<file path="src/msp_pkg.sv">
// Constants of the configuration bank.
// Assumes a serial front end turns host transactions into register strobes.
package msp_pkg;

   // ---
   // Register offsets
   // ---
   localparam logic [7:0] ADDR_STARTUP_ACCEL   = 8'h25;
   localparam logic [7:0] ADDR_HANDOVER_ALIGN  = 8'h26;
   localparam logic [7:0] ADDR_FAULT_ENABLE    = 8'h27;
   localparam logic [7:0] ADDR_CURRENT_LIMIT   = 8'h28;
   localparam logic [7:0] ADDR_CLOSED_DEADTIME = 8'h29;
   localparam logic [7:0] ADDR_OPEN_STUCK      = 8'h2A;

   // ---
   // Reset values
   // ---
   localparam logic [7:0] RST_STARTUP_ACCEL   = 8'h00;
   localparam logic [7:0] RST_HANDOVER_ALIGN  = 8'h00;
   localparam logic [7:0] RST_FAULT_ENABLE    = 8'h00;
   localparam logic [7:0] RST_CURRENT_LIMIT   = 8'h00;
   localparam logic [7:0] RST_CLOSED_DEADTIME = 8'h00;
   localparam logic [7:0] RST_OPEN_STUCK      = 8'h00;
   localparam logic [7:0] UNMAPPED_DATA       = 8'h00;

   // ---
   // Field positions
   // ---
   localparam int SECOND_ACCEL_LSB   = 3;
   localparam int FIRST_ACCEL_LSB    = 0;
   localparam int HANDOVER_LSB       = 3;
   localparam int BIT_NO_MOTOR       = 7;
   localparam int BIT_KT_LOCK        = 6;
   localparam int BIT_SPEED_LOCK     = 5;
   localparam int BIT_CURR_LOCK      = 4;
   localparam int BIT_IND_SURGE      = 3;
   localparam int BIT_MECH_SURGE     = 2;
   localparam int BIT_MECH_SURGE_MD  = 1;
   localparam int BIT_RELEASE_MODE   = 0;
   localparam int ACCEL_ILIM_LSB     = 4;
   localparam int LOCK_ILIM_LSB      = 1;
   localparam int BIT_CLOSED_STUCK   = 7;
   localparam int DEADTIME_LSB       = 0;
   localparam int BIT_OPEN_STUCK     = 3;

   // ---
   // Scaling (speed in 0.1 Hz, current in mA)
   // ---
   localparam logic [11:0] HANDOVER_STEP_LO = 12'h008;
   localparam logic [11:0] HANDOVER_STEP_HI = 12'h080;
   localparam logic [11:0] ACCEL_ILIM_STEP  = 12'h0C8;
   localparam logic [11:0] LOCK_ILIM_STEP   = 12'h190;

   // ---
   // Timing
   // ---
   localparam int CLK_PERIOD_NS  = 4;
   localparam int DT_STEP_NS     = 40;
   localparam int DT_STEP_CYC    = (DT_STEP_NS + CLK_PERIOD_NS - 1) / CLK_PERIOD_NS;

   typedef enum logic [1:0] {
      ST_IDLE,
      ST_OPEN,
      ST_CLOSED
   } msp_loop_t;

endpackage
</file>
<file path="src/msp_config_bank.sv">
// Configuration bank and derived motor control outputs.
// Assumes a serial front end gives one-cycle write and read strobes.
`timescale 1ns/1ps
module msp_config_bank #(
   parameter int SPEED_W = 12,
   parameter int CURR_W  = 12,
   parameter int PHASES  = 3
) (
   input  wire logic               clk_sys,
   input  wire logic               sys_rst,
   input  wire logic [7:0]         reg_addr,
   input  wire logic [7:0]         reg_wdata,
   input  wire logic               reg_wr,
   input  wire logic               reg_rd,
   output logic      [7:0]         reg_rdata,
   output logic                    reg_rvalid,
   input  wire logic [SPEED_W-1:0] motor_speed,
   input  wire logic [CURR_W-1:0]  phase_current,
   input  wire logic               start_req,
   input  wire logic               stop_req,
   input  wire logic               no_motor_det,
   input  wire logic               kt_abnormal_det,
   input  wire logic               speed_abnormal_det,
   input  wire logic               zero_cross_missing,
   input  wire logic               sense_done,
   input  wire logic [PHASES-1:0]  gate_hs_req,
   input  wire logic [PHASES-1:0]  gate_ls_req,
   output logic      [15:0]        second_order_accel,
   output logic      [15:0]        first_order_accel,
   output logic      [SPEED_W-1:0] loop_handover_threshold,
   output logic                    open_loop_active,
   output logic                    closed_loop_active,
   output logic                    accel_limit_hit,
   output logic                    lock_current_fault,
   output logic                    no_motor_fault,
   output logic                    kt_lock_fault,
   output logic                    speed_lock_fault,
   output logic                    closed_stuck_fault,
   output logic                    open_stuck_fault,
   output logic                    mechanical_surge_enable,
   output logic                    mechanical_surge_mode,
   output logic                    release_brake,
   output logic                    release_hiz,
   output logic      [PHASES-1:0]  gate_hs,
   output logic      [PHASES-1:0]  gate_ls
);

   if (SPEED_W < 12) begin : g_chk_speed
      $error("SPEED_W must be at least 12");
   end
   if (CURR_W < 12) begin : g_chk_curr
      $error("CURR_W must be at least 12");
   end
   if (PHASES < 1) begin : g_chk_ph
      $error("PHASES must be at least 1");
   end

   // ---
   // Register file
   // ---
   logic [7:0] startup_accel_config;
   logic [7:0] loop_handover_align_config;
   logic [7:0] fault_enable_config;
   logic [7:0] current_limit_config;
   logic [7:0] closed_loop_deadtime_config;
   logic [7:0] open_loop_stuck_config;

   always_ff @(posedge clk_sys) begin
      if (sys_rst) begin
         startup_accel_config        <= msp_pkg::RST_STARTUP_ACCEL;
         loop_handover_align_config  <= msp_pkg::RST_HANDOVER_ALIGN;
         fault_enable_config         <= msp_pkg::RST_FAULT_ENABLE;
         current_limit_config        <= msp_pkg::RST_CURRENT_LIMIT;
         closed_loop_deadtime_config <= msp_pkg::RST_CLOSED_DEADTIME;
         open_loop_stuck_config      <= msp_pkg::RST_OPEN_STUCK;
      end else if (reg_wr) begin
         case (reg_addr)
            msp_pkg::ADDR_STARTUP_ACCEL:   startup_accel_config        <= reg_wdata;
            msp_pkg::ADDR_HANDOVER_ALIGN:  loop_handover_align_config  <= reg_wdata;
            msp_pkg::ADDR_FAULT_ENABLE:    fault_enable_config         <= reg_wdata;
            msp_pkg::ADDR_CURRENT_LIMIT:   current_limit_config        <= reg_wdata;
            msp_pkg::ADDR_CLOSED_DEADTIME: closed_loop_deadtime_config <= reg_wdata;
            msp_pkg::ADDR_OPEN_STUCK:      open_loop_stuck_config      <= reg_wdata;
            default: ;
         endcase
      end
   end

   always_ff @(posedge clk_sys) begin
      if (sys_rst) begin
         reg_rdata  <= msp_pkg::UNMAPPED_DATA;
         reg_rvalid <= 1'b0;
      end else begin
         reg_rvalid <= reg_rd;
         if (reg_rd) begin
            case (reg_addr)
               msp_pkg::ADDR_STARTUP_ACCEL:   reg_rdata <= startup_accel_config;
               msp_pkg::ADDR_HANDOVER_ALIGN:  reg_rdata <= loop_handover_align_config;
               msp_pkg::ADDR_FAULT_ENABLE:    reg_rdata <= fault_enable_config;
               msp_pkg::ADDR_CURRENT_LIMIT:   reg_rdata <= current_limit_config;
               msp_pkg::ADDR_CLOSED_DEADTIME: reg_rdata <= closed_loop_deadtime_config;
               msp_pkg::ADDR_OPEN_STUCK:      reg_rdata <= open_loop_stuck_config;
               default:                       reg_rdata <= msp_pkg::UNMAPPED_DATA;
            endcase
         end
      end
   end

   // ---
   // Start-up acceleration tables (0.01 units)
   // ---
   function automatic logic [15:0] second_rate(input logic [2:0] code);
      case (code)
         3'd0:    second_rate = 16'd5700;
         3'd1:    second_rate = 16'd2900;
         3'd2:    second_rate = 16'd1400;
         3'd3:    second_rate = 16'd690;
         3'd4:    second_rate = 16'd330;
         3'd5:    second_rate = 16'd160;
         3'd6:    second_rate = 16'd66;
         default: second_rate = 16'd22;
      endcase
   endfunction

   function automatic logic [15:0] first_rate(input logic [2:0] code);
      case (code)
         3'd0:    first_rate = 16'd7600;
         3'd1:    first_rate = 16'd3800;
         3'd2:    first_rate = 16'd1900;
         3'd3:    first_rate = 16'd920;
         3'd4:    first_rate = 16'd450;
         3'd5:    first_rate = 16'd210;
         3'd6:    first_rate = 16'd90;
         default: first_rate = 16'd30;
      endcase
   endfunction

   always_ff @(posedge clk_sys) begin
      if (sys_rst) begin
         second_order_accel <= 16'h0000;
         first_order_accel  <= 16'h0000;
      end else begin
         second_order_accel <= second_rate(
            startup_accel_config[msp_pkg::SECOND_ACCEL_LSB +: 3]);
         first_order_accel  <= first_rate(
            startup_accel_config[msp_pkg::FIRST_ACCEL_LSB +: 3]);
      end
   end

   // ---
   // Handover threshold (0.1 Hz units)
   // ---
   logic [4:0]  handover_code;
   logic [11:0] next_threshold;
   logic        threshold_valid;

   assign handover_code   = loop_handover_align_config[msp_pkg::HANDOVER_LSB +: 5];
   assign threshold_valid = handover_code != 5'h00;

   always_comb begin
      if (handover_code[4]) begin
         next_threshold = 12'({8'h00, handover_code[3:0]} + 12'h001)
                          * msp_pkg::HANDOVER_STEP_HI;
      end else begin
         next_threshold = 12'({8'h00, handover_code[3:0]} * msp_pkg::HANDOVER_STEP_LO);
      end
   end

   always_ff @(posedge clk_sys) begin
      if (sys_rst) begin
         loop_handover_threshold <= '0;
      end else begin
         loop_handover_threshold <= SPEED_W'(next_threshold);
      end
   end

   // ---
   // Loop state
   // ---
   msp_pkg::msp_loop_t loop_state;

   always_ff @(posedge clk_sys) begin
      if (sys_rst) begin
         loop_state <= msp_pkg::ST_IDLE;
      end else if (stop_req) begin
         loop_state <= msp_pkg::ST_IDLE;
      end else begin
         case (loop_state)
            msp_pkg::ST_IDLE:
               if (start_req) begin
                  loop_state <= msp_pkg::ST_OPEN;
               end
            msp_pkg::ST_OPEN:
               if (threshold_valid && motor_speed >= SPEED_W'(next_threshold)) begin
                  loop_state <= msp_pkg::ST_CLOSED;
               end
            msp_pkg::ST_CLOSED: ;
            default: loop_state <= msp_pkg::ST_IDLE;
         endcase
      end
   end

   always_ff @(posedge clk_sys) begin
      if (sys_rst) begin
         open_loop_active   <= 1'b0;
         closed_loop_active <= 1'b0;
      end else begin
         open_loop_active   <= loop_state == msp_pkg::ST_OPEN;
         closed_loop_active <= loop_state == msp_pkg::ST_CLOSED;
      end
   end

   // ---
   // Current limits (mA)
   // ---
   logic [3:0]  accel_ilim_code;
   logic [2:0]  lock_ilim_code;
   logic [11:0] accel_ilim_ma;
   logic [11:0] lock_ilim_ma;

   assign accel_ilim_code = current_limit_config[msp_pkg::ACCEL_ILIM_LSB +: 4];
   assign lock_ilim_code  = current_limit_config[msp_pkg::LOCK_ILIM_LSB +: 3];
   assign accel_ilim_ma   = 12'({8'h00, accel_ilim_code} * msp_pkg::ACCEL_ILIM_STEP);
   assign lock_ilim_ma    = 12'(({9'h000, lock_ilim_code} + 12'h001)
                                * msp_pkg::LOCK_ILIM_STEP);

   always_ff @(posedge clk_sys) begin
      if (sys_rst) begin
         accel_limit_hit    <= 1'b0;
         lock_current_fault <= 1'b0;
      end else begin
         accel_limit_hit    <= (accel_ilim_code != 4'h0) && open_loop_active
                               && (phase_current >= CURR_W'(accel_ilim_ma));
         lock_current_fault <= fault_enable_config[msp_pkg::BIT_CURR_LOCK]
                               && (phase_current >= CURR_W'(lock_ilim_ma));
      end
   end

   // ---
   // Fault gating
   // ---
   always_ff @(posedge clk_sys) begin
      if (sys_rst) begin
         no_motor_fault     <= 1'b0;
         kt_lock_fault      <= 1'b0;
         speed_lock_fault   <= 1'b0;
         closed_stuck_fault <= 1'b0;
         open_stuck_fault   <= 1'b0;
      end else begin
         no_motor_fault     <= no_motor_det
                               & fault_enable_config[msp_pkg::BIT_NO_MOTOR];
         kt_lock_fault      <= kt_abnormal_det
                               & fault_enable_config[msp_pkg::BIT_KT_LOCK];
         speed_lock_fault   <= speed_abnormal_det
                               & fault_enable_config[msp_pkg::BIT_SPEED_LOCK];
         closed_stuck_fault <= zero_cross_missing & closed_loop_active
                               & closed_loop_deadtime_config[msp_pkg::BIT_CLOSED_STUCK];
         open_stuck_fault   <= zero_cross_missing & open_loop_active
                               & open_loop_stuck_config[msp_pkg::BIT_OPEN_STUCK];
      end
   end

   // ---
   // Surge protection and sense release
   // ---
   always_ff @(posedge clk_sys) begin
      if (sys_rst) begin
         mechanical_surge_enable <= 1'b0;
         mechanical_surge_mode   <= 1'b0;
      end else begin
         // Inductive surge bit drives nothing
         mechanical_surge_enable <= fault_enable_config[msp_pkg::BIT_MECH_SURGE];
         mechanical_surge_mode   <= fault_enable_config[msp_pkg::BIT_MECH_SURGE_MD];
      end
   end

   always_ff @(posedge clk_sys) begin
      if (sys_rst) begin
         release_brake <= 1'b0;
         release_hiz   <= 1'b0;
      end else begin
         release_brake <= sense_done & ~fault_enable_config[msp_pkg::BIT_RELEASE_MODE];
         release_hiz   <= sense_done &  fault_enable_config[msp_pkg::BIT_RELEASE_MODE];
      end
   end

   // ---
   // Dead time per phase
   // ---
   logic [3:0] dead_code;
   logic [7:0] dead_cycles;

   assign dead_code   = closed_loop_deadtime_config[msp_pkg::DEADTIME_LSB +: 4];
   assign dead_cycles = 8'(({4'h0, dead_code} + 8'h01) * 8'(msp_pkg::DT_STEP_CYC));

   for (genvar ph = 0; ph < PHASES; ph++) begin : g_phase
      msp_dead_time #(
         .CNT_W       (8)
      ) u_dead (
         .clk_sys     (clk_sys),
         .sys_rst     (sys_rst),
         .dead_cycles (dead_cycles),
         .hs_req      (gate_hs_req[ph]),
         .ls_req      (gate_ls_req[ph]),
         .hs_out      (gate_hs[ph]),
         .ls_out      (gate_ls[ph])
      );
   end

endmodule

</file>
<file path="src/msp_dead_time.sv">
// One phase leg: keeps high and low gate off together for a dead time.
// Assumes requests are synchronous to clk_sys.
`timescale 1ns/1ps
module msp_dead_time #(
   parameter int CNT_W = 8
) (
   input  wire logic             clk_sys,
   input  wire logic             sys_rst,
   input  wire logic [CNT_W-1:0] dead_cycles,
   input  wire logic             hs_req,
   input  wire logic             ls_req,
   output logic                  hs_out,
   output logic                  ls_out
);

   logic [CNT_W-1:0] gap_cnt;
   logic             want_hs;
   logic             want_ls;

   // Both requested means shoot-through: hold both off
   assign want_hs = hs_req & ~ls_req;
   assign want_ls = ls_req & ~hs_req;

   always_ff @(posedge clk_sys) begin
      if (sys_rst) begin
         hs_out  <= 1'b0;
         ls_out  <= 1'b0;
         gap_cnt <= '0;
      end else if ({want_hs, want_ls} != {hs_out, ls_out}) begin
         if (hs_out | ls_out) begin
            hs_out  <= 1'b0;
            ls_out  <= 1'b0;
            gap_cnt <= dead_cycles;
         end else if (gap_cnt > 1) begin
            gap_cnt <= gap_cnt - 1'b1;
         end else begin
            hs_out  <= want_hs;
            ls_out  <= want_ls;
            gap_cnt <= '0;
         end
      end else if (gap_cnt != '0) begin
         gap_cnt <= gap_cnt - 1'b1;
      end
   end

endmodule

</file>
<file path="config.mk">
export PLATFORM = sky130hd
export DESIGN_NAME = msp_config_bank
export DESIGN_NICKNAME = d
export VERILOG_FILES = /design/src/msp_pkg.sv /design/src/msp_config_bank.sv /design/src/msp_dead_time.sv
export SDC_FILE = /design/constraint.sdc
export NUM_CORES = 1
export LEC_CHECK = 0
export BUFFER_PORTS_ARGS = -buffer_cell sky130_fd_sc_hd__buf_2
export CORE_ASPECT_RATIO = 1.4
export CORE_MARGIN = 1.5
export CORE_UTILIZATION = 25
export DETAILED_ROUTE_END_ITERATION = 7
export GPL_TIMING_DRIVEN = 0
export PLACE_DENSITY = 0.51
export SYNTH_ARGS = -nofsm -noshare
export SYNTH_HDL_FRONTEND = slang
export SYNTH_SLANG_ARGS = --single-unit
</file>
<file path="constraint.sdc">
create_clock -name clk_sys -period 3.75 [get_ports clk_sys]
set_input_delay 0.1875 -clock clk_sys [delete_from_list [all_inputs] [get_ports clk_sys]]
set_output_delay 0.1875 -clock clk_sys [all_outputs]
set_load 0.02 [all_outputs]
</file>
==> parameters.txt <==
Parameter                              Value

Outcome
  Run status ... finished, final reports clean

Critical path
  Startpoint Class ... flip-flop
  Path type of the worst setup path ... flip-flop to flip-flop
  Signal arrival time at the worst endpoint ... 3.35 ns
  Maximum fanout along the worst path ... 8
  Cells along the critical path ... clkbuf_1, nand3_1, xnor2_1, ha_1, ha_1, fa_1, xor2_1, xnor2_1, or3_1, a211oi_1
  Delay of the slowest critical-path stage ... approximately 0.38 ns
  CP max stage cell ... sky130_fd_sc_hd__fa_1
  Worst Setup End Kind ... flip-flop
  Required arrival time at the worst endpoint ... just over 4 ns

Pwr
  Cell leakage power ... 0.00363 uW
  Ratio of total power to cell area ... around 500 nW/um^2
  Worst ir drop on vdd ... 0.301 mV

Global route
  Antenna violations before repair ... 0
  Wire length of the first global-routing pass ... 32.6 mm
  Pin count of the biggest net entering global routing ... 17
  Remaining Overflow, GRT ... 0
  Total Routing Usage GR ... 14.7%
  Number of global-route vias before repair ... 6007

Clock tree
  Number of buffers inserted during clock tree synthesis ... 17
  Post-CTS Setup Inserts ... 0
  Latest clock arrival within the worst-skew pair ... 0.42 ns
  CTS resizes ... 0
  Clock Path Buffers ... 2
  Clock sink count ... 135
  TritonCTS clock tree ... done
  Clock tree root buffer cell ... sky130_fd_sc_hd__clkbuf_16
  CTS H-Tree Depth ... 4
  Reg clk slew, reported paths ... 0.06 ns

Yosys
  Part of the Yosys area used for sequential elements ... between 30% and 40%
  Mean Syn Cell Area ... around 9.1 sq um
  Syn Inst Count ... 766
  Number of synthesized register bits ... approximately 140
  Post-Syn Area ... 6980 sq um
  Yosys top cell by area ... sky130_fd_sc_hd__dfxtp_1
  Share of async-settable or async-resettable flops after synthesis ... 0%
  Share of the synthesized area in the top cell type ... 38.7%
  Post-synth cell types ... 72
  Number of enable flip-flop cells after synthesis ... 0
  Yosys synthesis warning count ... 0
  Largest cells by area after synthesis ... sky130_fd_sc_hd__dfxtp_1, sky130_fd_sc_hd__ha_1, sky130_fd_sc_hd__mux2i_1
  Synth Flop Type ... sky130_fd_sc_hd__dfxtp_1

Route
  Remaining DRCs ... 0
  Post-detailed-route count of antenna-violating nets ... 0
  Detail-routed net length per standard cell ... ~16 microns
  Number of DRC markers after the initial detailed-route iteration ... 290
  Via/cell ratio ... 4.60
  Total length of routed wires ... a little over 20 mm
  DR vias ... 5955
  TritonRoute pass-1 iters ... 5

STA
  Highest clock rate ... approximately 0.33 GHz
  Clock period minus worst slack ... 3.03 ns
  Worst setup margin ... 0.719 ns
  Post-route setup TNS ... 0 ns
  Count of final hold-check violations ... 0
  Relative slew slack ... 35.9%
  Count of endpoints failing setup in the final report ... 0
  Skew final ... 0.00847 ns
  Max-slew violation count ... 0
  Tcrit/Tclk final ... 80.8%
  Setup repair after global routing missed its margin ... no
  Slew at the pin closest to its max-slew limit ... around 0.96 ns

Die
  Overall die width ... 144 microns
  Initial standard-cell utilization of the core ... 25.3%
  Core area ... around 28000 sq um
  Area of the die ... 29000 sq um
  Cell Rows ... ~70
  Boundary pin count ... 129
  Die span in y ... 201 microns

Place
  Placement Setup Slack ... 0.699 ns
  I/O Buffers ... 115
  Post-Place Cells ... between 1000 and 1500
  DP HPWL ... roughly 16 mm
  Global placement routability congestion ... 0.807

Finish
  Non-filler cells, final ... 1295
  Count of fill cells added during filler insertion ... 2969
  Inserted Diodes ... 0
  Share of final-layout standard cells stronger than drive strength 1 ... 20.1%
  Final net count ... a little over 1000
  Fin util ... 31.5%
  Growth of design area from synthesis to finish ... 24.3%

Flow run
  Max-cap violations ... 0

Min path
  Min-Delay Path Class ... primary input to flip-flop
==> cells in the final DEF, fill, tap and decap left out, drive strengths merged, types with 15 or more instances in the layout <==
cell      n
a21oi    39
xor2     16
dfxtp   135
buf     144
nand2    48
o21ai    21
nor3     28
mux2i    39
inv      36
xnor2    20
a22oi    15
clkbuf   42
nor2     79
nand2b   18
ha       54
==> registers in the layout (all words and copies together), names as in the netlist, 9 cells and up <==
signal,count
loop_handover_threshold,9
first_order_accel,12
second_order_accel,12
g_phase.u_dead.gap_cnt,24
==> layout make-up <==
type / instances / area (sq um) / area share [%]
Clock buffer: 21 / 460 / 5.30
Multi-Input combinational cell: 556 / 3920 / 45.1
Buffer: 50 / 269 / 3.10
Sequential cell: 135 / 2700 / 31.1
Timing Repair Buffer: 118 / 606 / 6.98
Tap cell: 370 / 463 / 5.33
Clock inverter: 9 / 126 / 1.46
Inverter: 36 / 135 / 1.56
==> timing repair <==
action / in CTS / in global routing
hold buffers: 3 / 0
hold endpoints to repair: 3 / 0
setup endpoints to repair: 0 / 0
==> cell families (layout without fill, tap and decap cells) <==
kind of cell | after synthesis | after routing | synth area share (%)
flip-flops | 135 | 135 | 38.7
XOR/XNOR | 36 | 36 | 4.52
buffers and inverters | 86 | 234 | 5.79
AND/OR/NAND/NOR | 265 | 265 | 20.4
other | 1 | 12 | 0.0537
AO/OA/AOI/OAI | 146 | 146 | 14.3
multiplexers | 39 | 39 | 5.59
adder cells (fa/ha/maj) | 58 | 58 | 10.7
==> path summary, 6_finish.rpt <==
path,startpoint,to,slack (ns),depth (start not counted)
worst max register to register,closed_loop_deadtime_config[2],g_phase[0].u_dead.gap_cnt[6],0.72,10
worst min register to register,open_loop_stuck_config[3],open_stuck_fault,0.45,2
worst max-delay path,closed_loop_deadtime_config[2],g_phase[0].u_dead.gap_cnt[6],0.72,10
worst min-delay path,no_motor_det,no_motor_fault,0.02,2
==> routing by layer <==
metal  vias to the layer above  GRT usage (%)  part of all wire [%]
li1                       3000              -                     -
met1                      2790           16.6                    42
met2                       138           27.3                    53
met3                        27           3.08                   3.9
met4                         0           4.37                   1.7
met5                         -              0                     0
==> through the flow <==
stage / hold slack (ns) / cell area, sq um / power (uW)
floorplan: 0.260 / 7020 / 2450
global placement: 0.376 / 8060 / 2700
detailed placement: 0.373 / 8060 / 2700
CTS: 0.0163 / 8680 / 4410
global route: 0.0175 / 8680 / 4610
finish: 0.0238 / 8680 / 4360
==> critical path, delay by kind of cell (launching register included) <==
kind	cells	cell delay, ns
fa+ha+maj	3	0.88
xor+xnor	3	0.66
simple gates	2	0.52
buf+inv	1	0.33
flops	1	0.30
compound gates	1	0.25
==> power breakdown <==
group | internal, uW | switching (uW) | total (uW)
Sequential | 1540 | 111 | 1660
Combinational | 466 | 556 | 1020
Clock | 1070 | 612 | 1680
Total | 3080 | 1280 | 4360
==> cell usage after synthesis (4+ instances only) <==
| cell | instances |
|---|---|
| sky130_fd_sc_hd__nor4_1 | 7 |
| sky130_fd_sc_hd__and2_1 | 6 |
| sky130_fd_sc_hd__or4_1 | 4 |
| sky130_fd_sc_hd__o21ai_0 | 21 |
| sky130_fd_sc_hd__nor3_1 | 26 |
| sky130_fd_sc_hd__a221oi_1 | 8 |
| sky130_fd_sc_hd__a32oi_1 | 4 |
| sky130_fd_sc_hd__o221ai_1 | 7 |
| sky130_fd_sc_hd__ha_1 | 54 |
| sky130_fd_sc_hd__and3_1 | 4 |
| sky130_fd_sc_hd__mux2i_1 | 39 |
| sky130_fd_sc_hd__o22ai_1 | 7 |
| sky130_fd_sc_hd__inv_1 | 36 |
| sky130_fd_sc_hd__xor2_1 | 16 |
| sky130_fd_sc_hd__nand2b_1 | 18 |
| sky130_fd_sc_hd__nor3b_1 | 8 |
| sky130_fd_sc_hd__xnor2_1 | 20 |
| sky130_fd_sc_hd__dfxtp_1 | 135 |
| sky130_fd_sc_hd__or2_2 | 6 |
| sky130_fd_sc_hd__a21oi_1 | 39 |
| sky130_fd_sc_hd__nor2b_1 | 12 |
| sky130_fd_sc_hd__clkbuf_1 | 21 |
| sky130_fd_sc_hd__or3_1 | 5 |
| sky130_fd_sc_hd__a211oi_1 | 6 |
| sky130_fd_sc_hd__buf_1 | 8 |
| sky130_fd_sc_hd__nand3_1 | 11 |
| sky130_fd_sc_hd__a22oi_1 | 15 |
| sky130_fd_sc_hd__buf_4 | 17 |
| sky130_fd_sc_hd__nor2_1 | 77 |
| sky130_fd_sc_hd__nand4_1 | 4 |
| sky130_fd_sc_hd__a311oi_1 | 5 |
| sky130_fd_sc_hd__nand2_1 | 48 |
| sky130_fd_sc_hd__a21o_1 | 6 |
Power figures use the tool's default switching activity.
